===== config.mk =====
export PLATFORM = sky130hd
export DESIGN_NAME = cmp_ctrl
export DESIGN_NICKNAME = d
export VERILOG_FILES = /design/src/cmp_pkg.sv /design/src/cmp_ctrl.sv
export VERILOG_INCLUDE_DIRS = /design/src
export SDC_FILE = /design/constraint.sdc
export NUM_CORES = 1
export LEC_CHECK = 0
export BUFFER_PORTS_ARGS = -buffer_cell sky130_fd_sc_hd__buf_2
export CAP_MARGIN = 5
export CORE_MARGIN = 2
export CORE_UTILIZATION = 57
export CTS_BUF_LIST = sky130_fd_sc_hd__clkbuf_8
export CTS_CLUSTER_DIAMETER = 40
export DETAILED_ROUTE_END_ITERATION = 16
export PLACE_DENSITY = 0.82
export SETUP_SLACK_MARGIN = 0.4
export SLEW_MARGIN = 20
export SYNTH_ARGS = -nofsm -noshare
export SYNTH_HDL_FRONTEND = slang
export SYNTH_SLANG_ARGS = --single-unit

===== constraint.sdc =====
create_clock -name REF_CLK -period 1.9 [get_ports REF_CLK]
set_input_delay 0.38 -clock REF_CLK [delete_from_list [all_inputs] [get_ports REF_CLK]]
set_output_delay 0.38 -clock REF_CLK [all_outputs]
set_load 0.1 [all_outputs]

===== src/cmp_map.svh =====
// Register offsets, field positions and reset values of the comparator control block
`ifndef CMP_MAP_SVH
`define CMP_MAP_SVH

`define CMP_ADDR_W         4
`define CMP_OFS_CTRL1      4'h0
`define CMP_OFS_CTRL2      4'h1
`define CMP_OFS_CTRL2B     4'h2
`define CMP_OFS_FLAGS      4'h3
`define CMP_OFS_ENABLES    4'h4
`define CMP_OFS_IRQCTL     4'h5
`define CMP_OFS_PINDIR     4'h6
`define CMP_OFS_PORTLAT    4'h7

`define CMP_CTRL_RST       8'h00
`define CMP_CTRL_WMASK     8'hB7
`define CMP_BIT_ON         7
`define CMP_BIT_OUT        6
`define CMP_BIT_OE         5
`define CMP_BIT_POL        4
`define CMP_BIT_REF        2
`define CMP_CH_HI          1
`define CMP_CH_LO          0

`define CMP_CTRL2B_RST     8'h00
`define CMP_CTRL2B_WMASK   8'h03
`define CMP_BIT_MIR1       7
`define CMP_BIT_MIR2       6

`define CMP_BIT_GIE        7
`define CMP_BIT_PERIPHERAL_IRQ_ENABLE       6

`define CMP_PHASES         2'h3
`define CMP_PHASE_COUNT    4
`define CMP_PINDIR_RST     2'h3

`endif


===== src/cmp_pkg.sv =====
// Types shared by the comparator control block
package cmp_pkg;
	typedef logic [7:0] byte_t;
	typedef logic [1:0] chan_t;
endpackage : cmp_pkg


===== src/cmp_ctrl.sv =====
// Two-comparator control, pin gating and change-detect interrupt logic
//
// Operation
// - Raw result high when plus input higher
// - comparator_on enables, off gives lowest current
// - Two-bit field picks inverting input pin
// - reference_select routes internal reference to plus
// - Result readable in control and mirror register
// - Pin driven only if enabled, output, on
// - Output enable overrides port latch regardless
// - Internal result registered each instruction cycle
// - output_invert inverts the reported result
// - Snapshot latch captures result on control read
// - Second latch resamples on first phase
// - Mismatch is XOR of both latches
// - Mismatch holds until read or reversal
// - Control write refreshes snapshot, clears mismatch
// - Detection independent of output pin enable
// - Flag set by mismatch rising edge
// - After clearing, new change needed for irq
// - Flag cleared by writing 0, set by 1
// - Irq needs all three enables; flag regardless
// - Only second comparator feeds timer link
// - Reset clears control registers except pin direction (set to input), comparators off
// - Change wakes sleep with two enables
//
// The address map and the strobed register port were chosen for this implementation.
`timescale 1ns/10ps
`include "cmp_map.svh"

module cmp_ctrl #(
	parameter int PHASE_COUNT = 4
) (
	input  wire logic                    REF_CLK,
	input  wire logic                    RST,
	input  wire logic [`CMP_ADDR_W-1:0]  ADDR,
	input  wire cmp_pkg::byte_t          WDATA,
	input  wire logic                    WR,
	input  wire logic                    RD,
	output logic      [7:0]              RDATA,
	input  wire logic [1:0]              ANALOG_CMP,
	output logic      [1:0]              CMP_ENABLE,
	output cmp_pkg::chan_t               CMP1_CHAN,
	output cmp_pkg::chan_t               CMP2_CHAN,
	output logic      [1:0]              CMP_REF_SEL,
	output logic      [1:0]              PIN_OUT,
	output logic      [1:0]              PIN_OE_N,
	output logic                         TIMER_CMP,
	output logic      [1:0]              TIMER_LINK,
	output logic                         IRQ,
	output logic                         WAKE
);
	import cmp_pkg::*;

	// The phase counter and its wrap value serve only the four-phase instruction cycle
	generate
		if (PHASE_COUNT != `CMP_PHASE_COUNT)
		begin : g_bad_phase
			$error("PHASE_COUNT must equal the instruction cycle length");
		end
	endgenerate

	// ------------------------------------------------------------
	// Registers
	// ------------------------------------------------------------
	byte_t       ctrl_q [2];
	byte_t       ctrl2b_q;
	logic  [1:0] flag_q;
	logic  [1:0] ien_q;
	logic        gie_q;
	logic        peripheral_irq_enable_q;
	logic  [1:0] pindir_q;
	logic  [1:0] portlat_q;
	logic  [1:0] phase_q;
	logic        first_clock_phase;
	logic  [1:0] result;
	logic  [1:0] snap_q;
	logic  [1:0] resample_q;
	logic  [1:0] mismatch;
	logic  [1:0] mismatch_q;
	logic  [1:0] ctrl_touch;
	logic  [1:0] comparator_output;

	// Phase zero stands for the first phase of each instruction cycle
	assign first_clock_phase = (phase_q == 2'h0);

	always_ff @(posedge REF_CLK)
	begin
		if (RST)
			phase_q <= 2'h0;
		else if (phase_q == `CMP_PHASES)
			phase_q <= 2'h0;
		else
			phase_q <= phase_q + 2'h1;
	end

	genvar gi;
	generate
		for (gi = 0; gi < 2; gi++)
		begin : g_cmp
			// Disabled comparator reads low; raw is high when plus above minus
			assign result[gi] = ctrl_q[gi][`CMP_BIT_ON] & (ANALOG_CMP[gi] ^ ctrl_q[gi][`CMP_BIT_POL]);
			assign comparator_output[gi] = resample_q[gi];
			// A write is read-modify-write, so it refreshes the snapshot too
			assign ctrl_touch[gi] = (RD | WR) && (ADDR == ((gi == 0) ? `CMP_OFS_CTRL1 : `CMP_OFS_CTRL2));

			always_ff @(posedge REF_CLK)
			begin
				if (RST)
					ctrl_q[gi] <= `CMP_CTRL_RST;
				else if (WR && ADDR == ((gi == 0) ? `CMP_OFS_CTRL1 : `CMP_OFS_CTRL2))
					ctrl_q[gi] <= WDATA & `CMP_CTRL_WMASK;
			end

			always_ff @(posedge REF_CLK)
			begin
				if (RST)
					snap_q[gi] <= 1'b0;
				// Capture what software reads, so a change not yet resampled raises no false edge
				else if (ctrl_touch[gi])
					snap_q[gi] <= comparator_output[gi];
			end

			always_ff @(posedge REF_CLK)
			begin
				if (RST)
					resample_q[gi] <= 1'b0;
				else if (first_clock_phase)
					resample_q[gi] <= result[gi];
			end

			// Read forces the mismatch low in that cycle
			assign mismatch[gi] = (snap_q[gi] ^ resample_q[gi]) & ~ctrl_touch[gi];

			always_ff @(posedge REF_CLK)
			begin
				if (RST)
					mismatch_q[gi] <= 1'b0;
				else
					mismatch_q[gi] <= mismatch[gi];
			end

			// Hardware set wins over a software write in the same cycle
			always_ff @(posedge REF_CLK)
			begin
				if (RST)
					flag_q[gi] <= 1'b0;
				else if (mismatch[gi] & ~mismatch_q[gi])
					flag_q[gi] <= 1'b1;
				else if (WR && ADDR == `CMP_OFS_FLAGS)
					flag_q[gi] <= WDATA[gi];
			end

			// Pin mux: output enable takes the pin from the comparator result
			always_ff @(posedge REF_CLK)
			begin
				if (RST)
				begin
					PIN_OUT[gi]  <= 1'b0;
					PIN_OE_N[gi] <= 1'b1;
				end
				else
				begin
					PIN_OUT[gi]  <= ctrl_q[gi][`CMP_BIT_OE] ? result[gi] : portlat_q[gi];
					PIN_OE_N[gi] <= pindir_q[gi] |
						(ctrl_q[gi][`CMP_BIT_OE] & ~ctrl_q[gi][`CMP_BIT_ON]);
				end
			end
		end
	endgenerate

	// ------------------------------------------------------------
	// Shared control registers
	// ------------------------------------------------------------
	always_ff @(posedge REF_CLK)
	begin
		if (RST)
			ctrl2b_q <= `CMP_CTRL2B_RST;
		else if (WR && ADDR == `CMP_OFS_CTRL2B)
			ctrl2b_q <= WDATA & `CMP_CTRL2B_WMASK;
	end

	always_ff @(posedge REF_CLK)
	begin
		if (RST)
			ien_q <= 2'h0;
		else if (WR && ADDR == `CMP_OFS_ENABLES)
			ien_q <= WDATA[1:0];
	end

	always_ff @(posedge REF_CLK)
	begin
		if (RST)
		begin
			gie_q  <= 1'b0;
			peripheral_irq_enable_q <= 1'b0;
		end
		else if (WR && ADDR == `CMP_OFS_IRQCTL)
		begin
			gie_q  <= WDATA[`CMP_BIT_GIE];
			peripheral_irq_enable_q <= WDATA[`CMP_BIT_PERIPHERAL_IRQ_ENABLE];
		end
	end

	always_ff @(posedge REF_CLK)
	begin
		if (RST)
		begin
			pindir_q  <= `CMP_PINDIR_RST;
			portlat_q <= 2'h0;
		end
		else if (WR)
		begin
			if (ADDR == `CMP_OFS_PINDIR)
				pindir_q <= WDATA[1:0];
			if (ADDR == `CMP_OFS_PORTLAT)
				portlat_q <= WDATA[1:0];
		end
	end

	// ------------------------------------------------------------
	// Analog controls and interrupt outputs
	// ------------------------------------------------------------
	always_ff @(posedge REF_CLK)
	begin
		if (RST)
		begin
			CMP_ENABLE  <= 2'h0;
			CMP1_CHAN   <= 2'h0;
			CMP2_CHAN   <= 2'h0;
			CMP_REF_SEL <= 2'h0;
			TIMER_CMP   <= 1'b0;
			TIMER_LINK  <= 2'h0;
			IRQ         <= 1'b0;
			WAKE        <= 1'b0;
		end
		else
		begin
			CMP_ENABLE  <= {ctrl_q[1][`CMP_BIT_ON], ctrl_q[0][`CMP_BIT_ON]};
			CMP1_CHAN   <= ctrl_q[0][`CMP_CH_HI:`CMP_CH_LO];
			CMP2_CHAN   <= ctrl_q[1][`CMP_CH_HI:`CMP_CH_LO];
			CMP_REF_SEL <= {ctrl_q[1][`CMP_BIT_REF], ctrl_q[0][`CMP_BIT_REF]};
			TIMER_CMP   <= comparator_output[1];
			TIMER_LINK  <= ctrl2b_q[1:0];
			IRQ         <= gie_q & peripheral_irq_enable_q & |(flag_q & ien_q);
			WAKE        <= peripheral_irq_enable_q & |(flag_q & ien_q);
		end
	end

	// ------------------------------------------------------------
	// Read port
	// ------------------------------------------------------------
	always_ff @(posedge REF_CLK)
	begin
		if (RST)
			RDATA <= 8'h00;
		else if (RD)
		begin
			unique case (ADDR)
				`CMP_OFS_CTRL1:   RDATA <= {ctrl_q[0][7], comparator_output[0], ctrl_q[0][5:0]};
				`CMP_OFS_CTRL2:   RDATA <= {ctrl_q[1][7], comparator_output[1], ctrl_q[1][5:0]};
				`CMP_OFS_CTRL2B:  RDATA <= {comparator_output[0], comparator_output[1], 4'h0, ctrl2b_q[1:0]};
				`CMP_OFS_FLAGS:   RDATA <= {6'h00, flag_q};
				`CMP_OFS_ENABLES: RDATA <= {6'h00, ien_q};
				`CMP_OFS_IRQCTL:  RDATA <= {gie_q, peripheral_irq_enable_q, 6'h00};
				`CMP_OFS_PINDIR:  RDATA <= {6'h00, pindir_q};
				`CMP_OFS_PORTLAT: RDATA <= {6'h00, portlat_q};
				default:          RDATA <= 8'h00;
			endcase
		end
		else
			RDATA <= 8'h00;
	end

	// ------------------------------------------------------------
	// Checks: change detection
	// ------------------------------------------------------------
	a_flag_on_edge: assert property (@(posedge REF_CLK) disable iff (RST)
		(mismatch[0] && !mismatch_q[0]) |=> flag_q[0])
		else $error("flag not set on mismatch edge");

	a_flag_second: assert property (@(posedge REF_CLK) disable iff (RST)
		(mismatch[1] && !mismatch_q[1]) |=> flag_q[1])
		else $error("second flag not set on mismatch edge");

	a_read_clears: assert property (@(posedge REF_CLK) disable iff (RST)
		ctrl_touch[1] |=> snap_q[1] == $past(resample_q[1]))
		else $error("snapshot not refreshed");

	a_write_refresh: assert property (@(posedge REF_CLK) disable iff (RST)
		(WR && ADDR == `CMP_OFS_CTRL1) |=> snap_q[0] == $past(resample_q[0]))
		else $error("write did not refresh snapshot");

	a_snap_hold: assert property (@(posedge REF_CLK) disable iff (RST)
		!ctrl_touch[0] |=> $stable(snap_q[0]))
		else $error("snapshot moved without access");

	a_resample_phase: assert property (@(posedge REF_CLK) disable iff (RST)
		!first_clock_phase |=> $stable(resample_q))
		else $error("resample off phase");

	// A hardware set of the flag needs the two latches to disagree
	a_mismatch_xor: assert property (@(posedge REF_CLK) disable iff (RST)
		$rose(flag_q[0]) && !($past(WR) && $past(ADDR) == `CMP_OFS_FLAGS) |->
		$past(snap_q[0]) != $past(resample_q[0]))
		else $error("flag set without latch mismatch");

	a_flag_write: assert property (@(posedge REF_CLK) disable iff (RST)
		(WR && ADDR == `CMP_OFS_FLAGS && !(mismatch[0] && !mismatch_q[0])) |=> flag_q[0] == $past(WDATA[0]))
		else $error("flag write lost");

	a_irq_gated: assert property (@(posedge REF_CLK) disable iff (RST)
		IRQ |-> $past(gie_q) && $past(peripheral_irq_enable_q))
		else $error("irq without enables");

	a_irq_needs_ien: assert property (@(posedge REF_CLK) disable iff (RST)
		IRQ |-> |($past(flag_q) & $past(ien_q)))
		else $error("irq without enabled flag");

	a_wake_gated: assert property (@(posedge REF_CLK) disable iff (RST)
		WAKE |-> $past(peripheral_irq_enable_q) && |($past(flag_q) & $past(ien_q)))
		else $error("wake without enables");

	// ------------------------------------------------------------
	// Checks: pins and analog controls
	// ------------------------------------------------------------
	a_pin_off: assert property (@(posedge REF_CLK) disable iff (RST)
		!ctrl_q[0][`CMP_BIT_ON] && ctrl_q[0][`CMP_BIT_OE] |=> PIN_OE_N[0])
		else $error("pin driven while off");

	a_pin_dir: assert property (@(posedge REF_CLK) disable iff (RST)
		pindir_q[1] |=> PIN_OE_N[1])
		else $error("input pin driven");

	a_pin_latch: assert property (@(posedge REF_CLK) disable iff (RST)
		!ctrl_q[0][`CMP_BIT_OE] |=> PIN_OUT[0] == $past(portlat_q[0]))
		else $error("pin not from port latch");

	a_pin_result: assert property (@(posedge REF_CLK) disable iff (RST)
		ctrl_q[1][`CMP_BIT_OE] |=> PIN_OUT[1] == $past(result[1]))
		else $error("pin not from comparator");

	a_enable_out: assert property (@(posedge REF_CLK) disable iff (RST)
		1'b1 |=> CMP_ENABLE[0] == $past(ctrl_q[0][`CMP_BIT_ON]))
		else $error("enable output stale");

	a_timer_feed: assert property (@(posedge REF_CLK) disable iff (RST)
		1'b1 |=> TIMER_CMP == $past(resample_q[1]))
		else $error("timer feed not second comparator");

	// No disable here, so the check watches the reset itself
	a_reset_state: assert property (@(posedge REF_CLK)
		RST |=> (ctrl_q[0] == `CMP_CTRL_RST) && (ctrl_q[1] == `CMP_CTRL_RST) &&
		(ctrl2b_q == `CMP_CTRL2B_RST) && (CMP_ENABLE == 2'h0))
		else $error("reset state wrong");

	// ------------------------------------------------------------
	// Checks: read port
	// ------------------------------------------------------------
	a_mirror_read: assert property (@(posedge REF_CLK) disable iff (RST)
		(RD && ADDR == `CMP_OFS_CTRL2B) |=> RDATA[`CMP_BIT_MIR2] == $past(comparator_output[1]))
		else $error("mirror mismatch");

	a_mirror_first: assert property (@(posedge REF_CLK) disable iff (RST)
		(RD && ADDR == `CMP_OFS_CTRL2B) |=> RDATA[`CMP_BIT_MIR1] == $past(comparator_output[0]))
		else $error("first mirror mismatch");

	a_ctrl_out: assert property (@(posedge REF_CLK) disable iff (RST)
		(RD && ADDR == `CMP_OFS_CTRL1) |=> RDATA[`CMP_BIT_OUT] == $past(comparator_output[0]))
		else $error("control read output wrong");

	// Read data must not linger past their one cycle
	a_rdata_idle: assert property (@(posedge REF_CLK) disable iff (RST)
		!RD |=> RDATA == 8'h00)
		else $error("read data without read");
endmodule : cmp_ctrl


# Yosys cells after proc, flatten, opt, wreduce, memory -nomap -nowiden
# Memories as Yosys holds them, arrays and structs flattened.
# Index checks and enable logic that the tools add are counted.
op_classes:
  addsub: 1
  n_mul: 0
  div: 0
  order_cmp: 0
  n_eq_ne: 8
  shift: 0
  muxes: 17
  bitwise_logic: 28
  n_reduce_logical: 17
op_table:
  columns: ["op", "n"]
  rows:
  - ["case mux 8 bit (8 select lines)", 1]
  - ["equality test 4 x 3 -> 1 bit (second input constant)", 4]
  - ["two-way mux 1 bit", 14]
  - ["two-way mux 6 bit", 2]
  - ["AND 1 bit", 11]
  - ["equality test 4 x 2 -> 1 bit (second input constant)", 2]
  - ["logical AND 1 bit", 8]
  - ["inverter 1 bit", 7]
  - ["OR reduction 2 bit", 3]
  - ["OR 1 bit", 5]
  - ["equality test 4 x 1 -> 1 bit (second input constant)", 1]
  - ["zero test 4 bit", 1]
  - ["AND reduction 2 bit", 2]
  - ["nonzero test 2 bit", 2]
  - ["bitwise XOR 1 bit", 4]
  - ["adder 2 x 1 -> 2 bit (second input constant)", 1]
  - ["AND 2 bit", 1]
  - ["equality test 2 bit (second input constant)", 1]
  - ["zero test 2 bit", 1]
word_totals:
  ff_bits: 45
  latchBits: 0
  mem_bits_rw: 12
  rom_bits: 0
  inputBits: 18
  output_inout_bits: 25
  wordCells: 100
  memories: 1
mem_list:
  columns: ["memory", "words", "word_bits", "read_ports", "rd_ports_with_merged_regs", "write_ports", "line", "text"]
  rows:
  - ["ctrl_q", 2, 6, 2, 0, 2, "cmp_ctrl.sv:66", "byte_t ctrl_q [2];"]

# Logic depth before layout (Yosys ltp)
# Gate-level depths: netlist of the first run.
logic_depth:
  depth_word: 6
  mapped_depth: 5
  ltp_nobuf: 4

# Worst setup path after synthesis of the first run
# OpenSTA, ideal clock, no wires.
synth_path:
  path_type: "input -> register"
  startpoint: "input port ADDR[1]"
  endpoint: "memory ctrl_q[1][0] (netlist bit) (enable)"
  setup_ns: 0.316
  arrival_ns: 1.439
  required_ns: 1.584
  setup_slack_ns: 0.145
  cell_stages: 3
  path_buffers: 1
  cell_sequence: "buf_2 > nor4b_2 > a21o_1"
synth_lines:
  columns: ["item", "line", "text"]
  rows:
  - ["start, declared", "cmp_ctrl.sv:36", "input wire logic [`CMP_ADDR_W-1:0] ADDR,"]
  - ["end, declared", "cmp_ctrl.sv:66", null]

# Worst setup path after layout of the first run
layout_path:
  startpoint: "register RDATA[5]"
  endpoint: "output port RDATA[5]"
layout_lines:
  columns: ["item", "line", "text"]
  rows:
  - ["start, declared", "cmp_ctrl.sv:40", "output logic [7:0] RDATA,"]
  - ["start signal, assigned", "cmp_ctrl.sv:260", "`CMP_OFS_CTRL1: RDATA <= {ctrl_q[0][7], comparator_output[0], ctrl_q[0][5:0]};"]
  - ["start signal, assigned", "cmp_ctrl.sv:261", "`CMP_OFS_CTRL2: RDATA <= {ctrl_q[1][7], comparator_output[1], ctrl_q[1][5:0]};"]
  - ["start signal, assigned", "cmp_ctrl.sv:262", "`CMP_OFS_CTRL2B: RDATA <= {comparator_output[0], comparator_output[1], 4'h0, ctrl2b_q[1:0]};"]
# No word-level cell between the ends.

==> qor.yml, run 1 <==
outcome:
  outcome: "finished, final reports clean"
drt:
  detail_route.iter0.violations: 163
  ant_nets: 0
  viasPerCell: 5.70
  routedWlPerCell_um: 15.3
  drtPass1Iterations: 4
  vias: 1806
  postRouteWirelength_um: 4840
  route.detailed.drc: 0
timing:
  finalSetupViolCount: 0
  clock-skew-final_ns: 0.00828
  rsz_0062_raised_after_global_routing: "false"
  fmaxAchievable_ghz: 0.692
  fin_setup_tns_ns: 0
  layout_worst_path_cycle_share_pct: 76.1
  finalCriticalPeriod_ns: 1.44
  slew_viol_final: 0
  report.final.hold_viol_count: 0
  hold-worst-slack_ns: 0.323
clock_network:
  post_cts.repair.setup_buffers: 0
  cts_max_level: 2
  clk_pin_slew_ns: 0.09
  postCtsHoldBufs: 0
  cts_max_path_buffers: 2
  cts.repair.resized: 0
  cts_inserted_buffers: 5
  cts.sink_count: 56
  tritoncts_clock_tree: "done"
  clock_latency_ns: 0.31
  clock_tree.root_cell: "clkbuf_8"
grt:
  grt_pass1_wl_um: 7560
  maximum_number_of_pins_on_one_net_before_global_route_repair: 22
  grt_use_total_pct: 22.6
  aggregate_global_routing_overflow: 0
  antenna_found_initial: 0
  first_global_vias: 1574
worst_setup_path:
  path_cells: "buf_2"
  slowest_delay_ns: 0.42
  worstSetupStartpointType: "flop"
  timing_worst_setup_path_type: "reg2out"
  critPathMaxFanout: 1
  worst_ep_required_time_ns: 1.52
  total_buffers_and_inverters_traversed_by_the_critical_path: 1
  worst_path_max_delay_cell: "buf_2"
  cp_data_arrival_time_ns: 1.06
  worst_setup_path_end_kind: "output pin"
  worst_path_dominant_cell_family: "buffers and inverters"
synthesis:
  postSynthRegisterBits: 56
  syn_inst: 228
  synth-warning-count: 0
  synth_most_common_cell: "dfxtp_1"
  synth_top_area_cell: "dfxtp_1"
  synth_top_cell_area_share_pct: 37.9
  synth_area_um2: 2320
  postSynthNetCount: 248
  synth_area_per_cell_um2: 10.2
  number_of_synthesized_flops_with_an_enable_pin: 12
  yosysSeqAreaShare_pct: 53.4
  synth.top_cells.by_count: "44 x dfxtp_1, 17 x a21oi_1, 15 x nand3_1"
  synthArstFlopShare_pct: 0
  synth_area_leaders: "dfxtp_1 38%, edfxtp_1 16%, a21oi_1 3.7%, and2_1 3.5%, nor2b_1 3.5%"
  synth-main-ff-cell: "dfxtp_1"
  netlist-cell-type-count: 45
layout:
  final.fill_count: 318
  seq_cell_area_um2: 1240
  layout.cell_area.non_filler_um2: 2680
  largest_register_ffs: 12
  area_growth_synth_to_finish_pct: 15.2
  share_of_final_layout_standard_cells_stronger_than_drive_strength_1_pct: 24.0
  footprint_of_the_multi_input_gates_um2: 998
  antenna-diode-count: 0
  largestRegisters: "ctrl_q (12), RDATA (7)"
  fin_nets: 286
  top_register: "ctrl_q"
min_path:
  worstHoldPathType: "in2reg"
power:
  total_leakage_power_nw: 1.05
  maximum_vdd_ir_drop_mv: 0.381
  p_total_mw: 2.27
  power_density_nw_per_um2: 847
run:
  drv.max_cap_violation_count: 0
floorplan:
  std_cell_rows: 23
  die_area_um2: 4600
  chipHeight_um: 67.9
  top_level_ports: 43
  chipWidth_um: 67.9
  core_area_um2: 3970
  floorplan.initialDensity_pct: 58.5
placed_design:
  port_buffers: 40
  hpwlAfterDp_um: 3430
  place.gp.congestion: 0.833
  placed_cell_area_um2: 2580
[worst paths after layout]
check	slack, ns	depth (start not counted)	to	from
worst max-delay path	0.46	1	RDATA[5]	RDATA[5]
worst min-delay path	0.32	3	peripheral_irq_enable_q	WDATA[6]
worst max register to register	0.64	3	RDATA[7]	ctrl_q[0][5]
worst min register to register	0.46	1	phase_q[0]	phase_q[0]
[layout by cell type, fill, tap and decap left out, types with 7 or more instances in the layout]
cell type / Yosys / final
o21ai_0: 11 / 11
nor2_1: 9 / 9
nand3_1: 15 / 15
buf_2: 4 / 40
buf_4: 1 / 8
nor2b_1: 13 / 13
edfxtp_1: 12 / 12
dfxtp_1: 44 / 44
and2_1: 13 / 13
inv_1: 6 / 7
a21oi_1: 17 / 17
[per-stage QoR]
stage               cells  setup WS, ns  utilization (%)
detailed placement    309         0.193             65.1
global route          317         0.416             67.4
finish                317         0.455             67.4
CTS                   317         0.440             67.4
global placement      309         0.220             65.1
floorplan             228         0.298                -
[logic make-up (layout without fill, tap and decap cells)]
family	Yosys count	after routing	synth area share [%]
AO/OA/AOI/OAI	50	50	14.0
adder cells (fa/ha/maj)	2	2	1.08
AND/OR/NAND/NOR	86	86	22.9
XOR/XNOR	4	4	1.51
multiplexers	6	6	2.58
other	1	1	0.161
buffers and inverters	23	62	4.41
flip-flops	56	56	53.4
[power breakdown]
group,internal (mW),switching (mW)
clock network,0.292,0.366
logic,0.0869,0.228
registers,1.26,0.0329
total,1.64,0.627
[routing by layer]
| layer | part of all wire (%) | vias up | GRT usage, % |
|---|---|---|---|
| met5 | 0 | - | 0 |
| met4 | 2.5 | 0 | 9.50 |
| met3 | 7.3 | 15 | 6.91 |
| met2 | 46 | 72 | 33.7 |
| met1 | 44 | 837 | 30.5 |
| li1 | - | 882 | - |
[layout make-up]
type                            count  area share (%)
Timing Repair Buffer               48            9.72
Clock inverter                      2           0.374
Clock buffer                        6            3.08
Tap cell                           50            2.34
Multi-Input combinational cell    149            37.3
Inverter                            6           0.841
Sequential cell                    56            46.4
Note: power is estimated with default switching activity, not from simulation.
==> inputs of run 2 (changes only) <==
--- a/config.mk
+++ b/config.mk
@@ -6,14 +6,15 @@
 export SDC_FILE = /design/constraint.sdc
 export NUM_CORES = 1
 export LEC_CHECK = 0
+export ABC_AREA = 1
 export BUFFER_PORTS_ARGS = -buffer_cell sky130_fd_sc_hd__buf_2
 export CAP_MARGIN = 5
 export CORE_MARGIN = 2
-export CORE_UTILIZATION = 57
+export CORE_UTILIZATION = 51
 export CTS_BUF_LIST = sky130_fd_sc_hd__clkbuf_8
 export CTS_CLUSTER_DIAMETER = 40
 export DETAILED_ROUTE_END_ITERATION = 16
-export PLACE_DENSITY = 0.82
+export PLACE_DENSITY = 0.78
 export SETUP_SLACK_MARGIN = 0.4
 export SLEW_MARGIN = 20
 export SYNTH_ARGS = -nofsm -noshare
==> constraint.sdc (replaced) <==
create_clock -name REF_CLK -period 1.18 [get_ports REF_CLK]
set_input_delay 0.236 -clock REF_CLK [delete_from_list [all_inputs] [get_ports REF_CLK]]
set_output_delay 0.236 -clock REF_CLK [all_outputs]
set_load 0.1 [all_outputs]
==> qor.yml, run 2 <==
outcome:
  outcome: "finished, final reports clean"  # unchanged
layout:
  seq_cell_area_um2: 1350  # was 1240 um2
  layout.cells.most_common_list: "26 x inv_1, 26 x buf_12, 25 x dfxtp_4, 22 x nor2_1, 20 x buf_6"  # was 44 x dfxtp_1, 40 x buf_2, 17 x a21oi_1, 15 x nand3_1
  layout.cell_area.non_filler_um2: 3860  # was 2680 um2
  largest_register_ffs: 12  # unchanged
  largestRegisters: "ctrl_q (12), RDATA (7)"  # unchanged
  share_of_final_layout_standard_cells_stronger_than_drive_strength_1_pct: 62.7  # was 24.0%
  footprint_of_the_multi_input_gates_um2: 1200  # was 998 um2
  area_growth_synth_to_finish_pct: 75.9  # was 15.2%
  fin_nets: 357  # was 286
  final.fill_count: 98  # was 318
  antenna-diode-count: 0  # unchanged
  top_register: "ctrl_q"  # unchanged
worst_setup_path:
  worstSetupStartpointType: "flop"  # unchanged
  timing_worst_setup_path_type: "reg2out"  # unchanged
  worst_setup_path_end_kind: "output pin"  # unchanged
  critical_path.reg2reg.endpoint: "RDATA[0]"  # was RDATA[7]
  total_buffers_and_inverters_traversed_by_the_critical_path: 1  # unchanged
  cp_data_arrival_time_ns: 0.87  # was 1.06 ns
  worst_ep_required_time_ns: 0.94  # was 1.52 ns
  critical_path_depth: 1  # unchanged
  regToRegSetupSlack_ns: 0.14  # was 0.64 ns
  slowest_delay_ns: 0.37  # was 0.42 ns
  critPathCapture: "WAKE"  # was RDATA[5]
  beginning_of_the_critical_path: "WAKE"  # was RDATA[5]
  worst_r2r_startpoint: "ctrl_q[1][0]"  # was ctrl_q[0][5]
  critPathMaxFanout: 1  # unchanged
  worst_path_max_delay_cell: "dfxtp_4"  # was buf_2
  path_cells: "buf_12"  # was buf_2
  worst_path_dominant_cell_family: "flip-flops"  # was buffers and inverters
  reg2regPathDepth: 4  # was 3
timing:
  fin_setup_tns_ns: 0  # unchanged
  rsz_0062_raised_after_global_routing: "true"  # was false
  slew_viol_final: 0  # unchanged
  layout_worst_path_cycle_share_pct: 93.3
  finalCriticalPeriod_ns: 1.10
  finalSetupViolCount: 0  # unchanged
  clock-skew-final_ns: 0.00689  # was 0.00828 ns
  fmaxAchievable_ghz: 0.908
  report.final.hold_viol_count: 0  # unchanged
grt:
  antenna_found_initial: 0  # unchanged
  maximum_number_of_pins_on_one_net_before_global_route_repair: 17  # was 22
  grt_pass1_wl_um: 10600  # was 7560 um
  grt_use_total_pct: 28.4  # was 22.6%
  first_global_vias: 2158  # was 1574
  aggregate_global_routing_overflow: 0  # unchanged
placed_design:
  place.gp.congestion: 0.950  # was 0.833
  hpwlAfterDp_um: 4030  # was 3430 um
  port_buffers: 40  # unchanged
  placed_cell_area_um2: 3100  # was 2580 um2
clock_network:
  cts.sink_count: 56  # unchanged
  cts_max_level: 2  # unchanged
  cts_inserted_buffers: 5  # unchanged
  tritoncts_clock_tree: "done"  # unchanged
  clock_latency_ns: 0.32  # was 0.31 ns
  clock_tree.root_cell: "clkbuf_8"  # unchanged
  postCtsHoldBufs: 0  # unchanged
  clk_pin_slew_ns: 0.10  # was 0.09 ns
  cts_max_path_buffers: 2  # unchanged
floorplan:
  std_cell_rows: 23  # unchanged
  die_area_um2: 4840  # was 4600 um2
  chipWidth_um: 69.6  # was 67.9 um
  top_level_ports: 43  # unchanged
  floorplan.initialDensity_pct: 54.1  # was 58.5%
  chipHeight_um: 69.6  # was 67.9 um
  core_area_um2: 4060  # was 3970 um2
drt:
  ant_nets: 0  # unchanged
  viasPerCell: 6.21  # was 5.70
  vias: 2409  # was 1806
  postRouteWirelength_um: 9120  # was 4840 um
  routedWlPerCell_um: 23.5  # was 15.3 um
  drtPass1Iterations: 7  # was 4
  route.detailed.drc: 0  # unchanged
  detail_route.iter0.violations: 295  # was 163
synthesis:
  syn_inst: 261  # was 228
  postSynthRegisterBits: 56  # unchanged
  netlist-cell-type-count: 24  # was 45
  synth_most_common_cell: "dfxtp_1"  # unchanged
  synth_area_leaders: "dfxtp_1 40%, edfxtp_1 16%, nor2_1 6.3%, inv_1 6.2%, a21oi_1 5.7%"  # was dfxtp_1 38%, edfxtp_1 16%, a21oi_1 3.7%, and2_1 3.5%, nor2b_1 3.5%
  yosysSeqAreaShare_pct: 56.6  # was 53.4%
  synth-main-ff-cell: "dfxtp_1"  # unchanged
  synth-warning-count: 0  # unchanged
  postSynthNetCount: 281  # was 248
  synth_area_um2: 2190  # was 2320 um2
  number_of_synthesized_flops_with_an_enable_pin: 12  # unchanged
  synthArstFlopShare_pct: 0  # unchanged
  synth.top_cells.by_count: "44 x dfxtp_1, 37 x nor2_1, 36 x inv_1"  # was 44 x dfxtp_1, 17 x a21oi_1, 15 x nand3_1
  synth_top_area_cell: "dfxtp_1"  # unchanged
  synth_top_cell_area_share_pct: 40.1  # was 37.9%
  synth_area_per_cell_um2: 8.41  # was 10.2 um2
power:
  maximum_vdd_ir_drop_mv: 1.23  # was 0.381 mV
  power_density_nw_per_um2: 1080  # was 847 nW/um2
  total_leakage_power_nw: 1.54  # was 1.05 nW
run:
  drv.max_cap_violation_count: 0  # unchanged
min_path:
  worstHoldPathType: "in2reg"  # unchanged
-- run 2: report_power, final --
group / internal, mW / switching [mW] / total (mW)
registers: 2.03 / 0.103 / 2.13
logic: 0.370 / 0.624 / 0.993
clock network: 0.405 / 0.654 / 1.06
-- run 2: final cells by class --
| class | instances | share of cell area, % |
|---|---|---|
| Clock inverter | 3 | 0.389 |
| Timing Repair Buffer | 77 | 25.2 |
| Inverter | 39 | 4.93 |
| Multi-Input combinational cell | 158 | 31.2 |
| Clock buffer | 5 | 1.78 |
| Sequential cell | 56 | 34.8 |
| Tap cell | 50 | 1.62 |
-- run 2: logic make-up after synthesis --
group | count (synthesis) | share of synthesized area, %
other | 1 | 0.171
flip-flops | 56 | 56.6
AO/OA/AOI/OAI | 49 | 11.5
buffers and inverters | 47 | 8.61
AND/OR/NAND/NOR | 104 | 21.3
XOR/XNOR | 2 | 0.798
adder cells (fa/ha/maj) | 2 | 1.14
-- run 2: metal layers --
layer	GRT usage (%)	routed length, um	vias to the layer above
li1	-	-	992
met1	32.8	3120	1146
met2	49.7	4600	217
met3	7.27	890	54
met4	12.0	507	0
met5	0	0	-
-- run 2: worst min-delay path by stage --
stage          startpoint                 endpoint  slack [ns]  cells after the start
3_3_place_gp   phase_q[0]               phase_q[0]        0.42                      1
2_1_floorplan    WDATA[1]                flag_q[1]        0.37                      2
4_1_cts          WDATA[6]  peripheral_irq_enable_q        0.20                      3
3_5_place_dp   phase_q[0]               phase_q[0]        0.42                      1
5_1_grt          WDATA[7]                    gie_q        0.21                      3
6_report         WDATA[7]                    gie_q        0.21                      3
-- run 2: what timing repair did --
| action | 4_1_cts | 5_1_grt |
|---|---|---|
| endpoints found under the hold margin | 0 | 0 |
| buffers inserted | 9 | 11 |
| gates cloned | 1 | 0 |
| gates resized for setup | 68 | 79 |
| setup endpoints to repair | 76 | 81 |
| pin swaps | 30 | 34 |
-- run 2: per-stage QoR --
stage                     std cells  util, %  hold WS (ns)  setup WS [ns]  total power, mW
after floorplan                 261        -         0.372          0.166             2.58
after global placement          359     76.4         0.418        -0.0678             2.84
after detailed placement        359     76.4         0.423         -0.142             2.87
after CTS                       377     85.8         0.196         0.0947             3.94
after global routing            388     95.1         0.212         0.0569             4.29
final                           388     95.1         0.210         0.0788             4.18
==> inputs of run 3 (changes only) <==
==> constraint.sdc (replaced) <==
create_clock -name REF_CLK -period 0.9 [get_ports REF_CLK]
set_input_delay 0.18 -clock REF_CLK [delete_from_list [all_inputs] [get_ports REF_CLK]]
set_output_delay 0.18 -clock REF_CLK [all_outputs]
set_load 0.1 [all_outputs]
==> qor.yml, run 3 <==
outcome:
  outcome: "aborted with a tool error"  # was finished, final reports clean
  failed_stage: "5_1_grt"
  error_that_ended_the_run: "[ERROR DPL-0033] detailed placement checks failed during check placement."
placed_design:
  dp_cells: 357  # was 359
  port_buffers: 40  # unchanged
  dpl_worst_slack_ns: -0.333  # was -0.142 ns
  place.gp.congestion: 0.944  # was 0.950
  hpwlAfterDp_um: 4120  # was 4030 um
clock_network:
  cts_inserted_buffers: 5  # unchanged
  postCtsHoldBufs: 0  # unchanged
  cts.sink_count: 56  # unchanged
  cts_max_path_buffers: 2  # unchanged
  cts_max_level: 2  # unchanged
  clock_tree.root_cell: "clkbuf_8"  # unchanged
synthesis:
  synth.top_cells.by_count: "44 x dfxtp_1, 37 x nor2_1, 36 x inv_1"  # unchanged
  synth_area_leaders: "dfxtp_1 40%, edfxtp_1 16%, nor2_1 6.3%, inv_1 6.2%, a21oi_1 5.7%"  # unchanged
  synth_most_common_cell: "dfxtp_1"  # unchanged
  synth-main-ff-cell: "dfxtp_1"  # unchanged
  postSynthRegisterBits: 56  # unchanged
  synth-warning-count: 0  # unchanged
  synth_area_um2: 2190  # unchanged
  syn_inst: 261  # unchanged
  postSynthNetCount: 281  # unchanged
  number_of_synthesized_flops_with_an_enable_pin: 12  # unchanged
  yosysSeqAreaShare_pct: 56.6  # unchanged
  synth_top_cell_area_share_pct: 40.1  # unchanged
  synthArstFlopShare_pct: 0  # unchanged
  synth_top_area_cell: "dfxtp_1"  # unchanged
  synth_area_per_cell_um2: 8.41  # unchanged
  netlist-cell-type-count: 24  # unchanged
grt:
  maximum_number_of_pins_on_one_net_before_global_route_repair: 17
  antenna_found_initial: 1
floorplan:
  floorplan.initialDensity_pct: 54.1  # unchanged
  chipWidth_um: 69.6  # unchanged
  std_cell_rows: 23  # unchanged
  top_level_ports: 43  # unchanged
  chipHeight_um: 69.6  # unchanged
timing:
  worst_path_end_type: "primary output"
  worst_endpoint: "RDATA[1]"
==> run 3: logic make-up after synthesis <==
kind of cell	Yosys count	share of synthesized area [%]
AOI/OAI and AO/OA	49	11.5
xor gates and xnor gates	2	0.798
adders and majority gates	2	1.14
buffers and inverters	47	8.61
DFF	56	56.6
other	1	0.171
and+or+nand+nor	104	21.3
==> run 3: repair_timing <==
item,4_1_cts
endpoints found under the setup margin,92
cloned,1
gates resized for setup,98
setup buffers,17
pin swaps,38
==> run 3: metrics by stage <==
step	utilization [%]	area [um2]	setup TNS, ns	hold WS [ns]
detailed placement	76.3	3090	-11.99	0.430
floorplan	-	2440	-0.832	0.316
global placement	76.3	3090	-10.09	0.422
CTS	89.6	3630	-2.87	0.141
==> inputs of run 4 (changes only) <==
--- a/config.mk
+++ b/config.mk
@@ -10,12 +10,9 @@
 export BUFFER_PORTS_ARGS = -buffer_cell sky130_fd_sc_hd__buf_2
 export CAP_MARGIN = 5
 export CORE_MARGIN = 2
-export CORE_UTILIZATION = 51
-export CTS_BUF_LIST = sky130_fd_sc_hd__clkbuf_8
-export CTS_CLUSTER_DIAMETER = 40
+export CORE_UTILIZATION = 40
 export DETAILED_ROUTE_END_ITERATION = 16
-export PLACE_DENSITY = 0.78
-export SETUP_SLACK_MARGIN = 0.4
+export PLACE_DENSITY_LB_ADDON = 0.15
 export SLEW_MARGIN = 20
 export SYNTH_ARGS = -nofsm -noshare
 export SYNTH_HDL_FRONTEND = slang
==> constraint.sdc (replaced) <==
create_clock -name REF_CLK -period 1.2 [get_ports REF_CLK]
set_input_delay 0.24 -clock REF_CLK [delete_from_list [all_inputs] [get_ports REF_CLK]]
set_output_delay 0.24 -clock REF_CLK [all_outputs]
set_load 0.1 [all_outputs]
==> qor.yml, run 4 (synthesized netlist as in run 2, its figures left out) <==
layout:
  final.fill_count: 496
  area_growth_synth_to_finish_pct: 38.8
  final_util_pct: 58.5
  largestRegisters: "ctrl_q (12), RDATA (7)"
  largest_register_ffs: 12
  fin_nets: 339
  share_of_final_layout_standard_cells_stronger_than_drive_strength_1_pct: 25.0
  top_register: "ctrl_q"
  layout.cells.most_common_list: "44 x dfxtp_1, 37 x nor2_1, 36 x inv_1, 31 x nand2_1"
  final_common_cell: "dfxtp_1"
  antenna-diode-count: 0
power:
  maximum_vdd_ir_drop_mv: 0.545
  total_leakage_power_nw: 1.33
  power_density_nw_per_um2: 1220
clock_network:
  cts.repair.resized: 0  # was 98
  postCtsHoldBufs: 0  # unchanged
  post_cts.repair.setup_buffers: 0  # was 17
  cts_inserted_buffers: 5  # unchanged
  tritoncts_clock_tree: "done"
  clock_latency_ns: 0.31
  cts.sink_count: 56  # unchanged
  clk_pin_slew_ns: 0.10
  cts_max_path_buffers: 2  # unchanged
  clock_tree.root_cell: "clkbuf_8"  # unchanged
  cts_max_level: 2  # unchanged
drt:
  routedWlPerCell_um: 12.6
  postRouteWirelength_um: 4910
  vias: 1841
  ant_nets: 0
  detail_route.iter0.violations: 69
  viasPerCell: 4.72
  route.detailed.drc: 0
  drtPass1Iterations: 4
worst_setup_path:
  timing_worst_setup_path_type: "reg2out"
  regToRegSetupSlack_ns: 0.15
  total_buffers_and_inverters_traversed_by_the_critical_path: 1
  reg2regPathDepth: 2
  critical_path.reg2reg.endpoint: "PIN_OUT[1]"
  worst_path_dominant_cell_family: "flip-flops"
  worstSetupStartpointType: "flop"
  worst_path_max_delay_cell: "dfxtp_1"
  slowest_delay_ns: 0.38
  worst_r2r_startpoint: "ctrl_q[1][3]"
  worst_setup_path_end_kind: "output pin"
  cp_data_arrival_time_ns: 0.87
  critical_path_depth: 1
  critPathMaxFanout: 1
  path_cells: "buf_12"
  worst_ep_required_time_ns: 0.96
  beginning_of_the_critical_path: "PIN_OE_N[0]"
run:
  drv.max_cap_violation_count: 0
grt:
  grt_pass1_wl_um: 8290
  antenna_found_initial: 0
  grt_use_total_pct: 17.6
  aggregate_global_routing_overflow: 0
  maximum_number_of_pins_on_one_net_before_global_route_repair: 22
  first_global_vias: 1830
min_path:
  worstHoldEndpoint: "peripheral_irq_enable_q"
  worstHoldPathType: "in2reg"
  min-delay-start: "WDATA[6]"
  whs_path_depth: 3
timing:
  hold-worst-slack_ns: 0.222
  finalCriticalPeriod_ns: 1.11
  layout_worst_path_cycle_share_pct: 92.6
  post-route-worst-setup-slack_ns: 0.0885
  report.final.hold_viol_count: 0
  slew_viol_final: 0
  finalSetupViolCount: 0
  rsz_0062_raised_after_global_routing: "false"
  fmaxAchievable_ghz: 0.900
  clock-skew-final_ns: 0.0121
placed_design:
  port_buffers: 40  # unchanged
  place.gp.congestion: 0.812  # was 0.944
  hpwlAfterDp_um: 3800  # was 4120 um
  dpl_worst_slack_ns: -0.107  # was -0.333 ns
floorplan:
  chipWidth_um: 78.1  # was 69.6 um
  core_area_um2: 5200
  die_area_um2: 6090
  top_level_ports: 43  # unchanged
  chipHeight_um: 78.1  # was 69.6 um
  floorplan.initialDensity_pct: 42.2  # was 54.1%
  std_cell_rows: 26  # was 23
outcome:
  outcome: "finished, final reports clean"  # was aborted with a tool error
## run 4: worst register-to-register path: stages, from the launching register on
cell and delay [ns]:
edfxtp_1 0.42, o21ai_0 0.36, a21oi_1 0.14
## run 4: how the worst max path moves through the flow
stage	end	slack, ns
6_report	PIN_OE_N[0]	0.09
4_1_cts	PIN_OE_N[1]	0.08
2_1_floorplan	CMP1_CHAN[0]	0.05
3_5_place_dp	ctrl_q[0][1]	-0.11
3_3_place_gp	ctrl_q[0][2]	-0.08
5_1_grt	PIN_OE_N[1]	0.06
## run 4: layout make-up
cell class | count | area (um2) | area share, %
flip-flops and latches | 56 | 1240 | 40.8
multi-input cells | 158 | 772 | 25.3
repair buffers | 59 | 716 | 23.5
inverters | 39 | 146 | 4.81
well taps | 70 | 87.6 | 2.88
clock buffers | 5 | 68.8 | 2.26
clock inverters | 3 | 13.8 | 0.452
## run 4: metrics by stage
step	instances	area (um2)	total power [mW]	TNS, ns
floorplan	261	2200	2.52	0
global placement	382	2960	2.78	-1.01
detailed placement	382	2960	2.79	-1.40
CTS	390	3050	3.76	0
global route	390	3050	3.89	0
finish	390	3050	3.73	0
## run 4: routing by layer
layer | routed length (um) | part of all wire, % | vias to the layer above | track usage [%]
li1 | - | - | 950 | -
met4 | 64 | 1.3 | 0 | 6.32
met5 | 0 | 0 | - | 0
met1 | 2260 | 46 | 848 | 21.4
met3 | 155 | 3.2 | 5 | 3.56
met2 | 2430 | 50 | 38 | 30.8
## run 4: where the power goes
group | internal, mW | leakage, nW | switching [mW] | total (mW)
clock network | 0.398 | 0.0453 | 0.582 | 0.979
logic | 0.234 | 0.810 | 0.423 | 0.657
registers | 2.02 | 0.475 | 0.0726 | 2.09
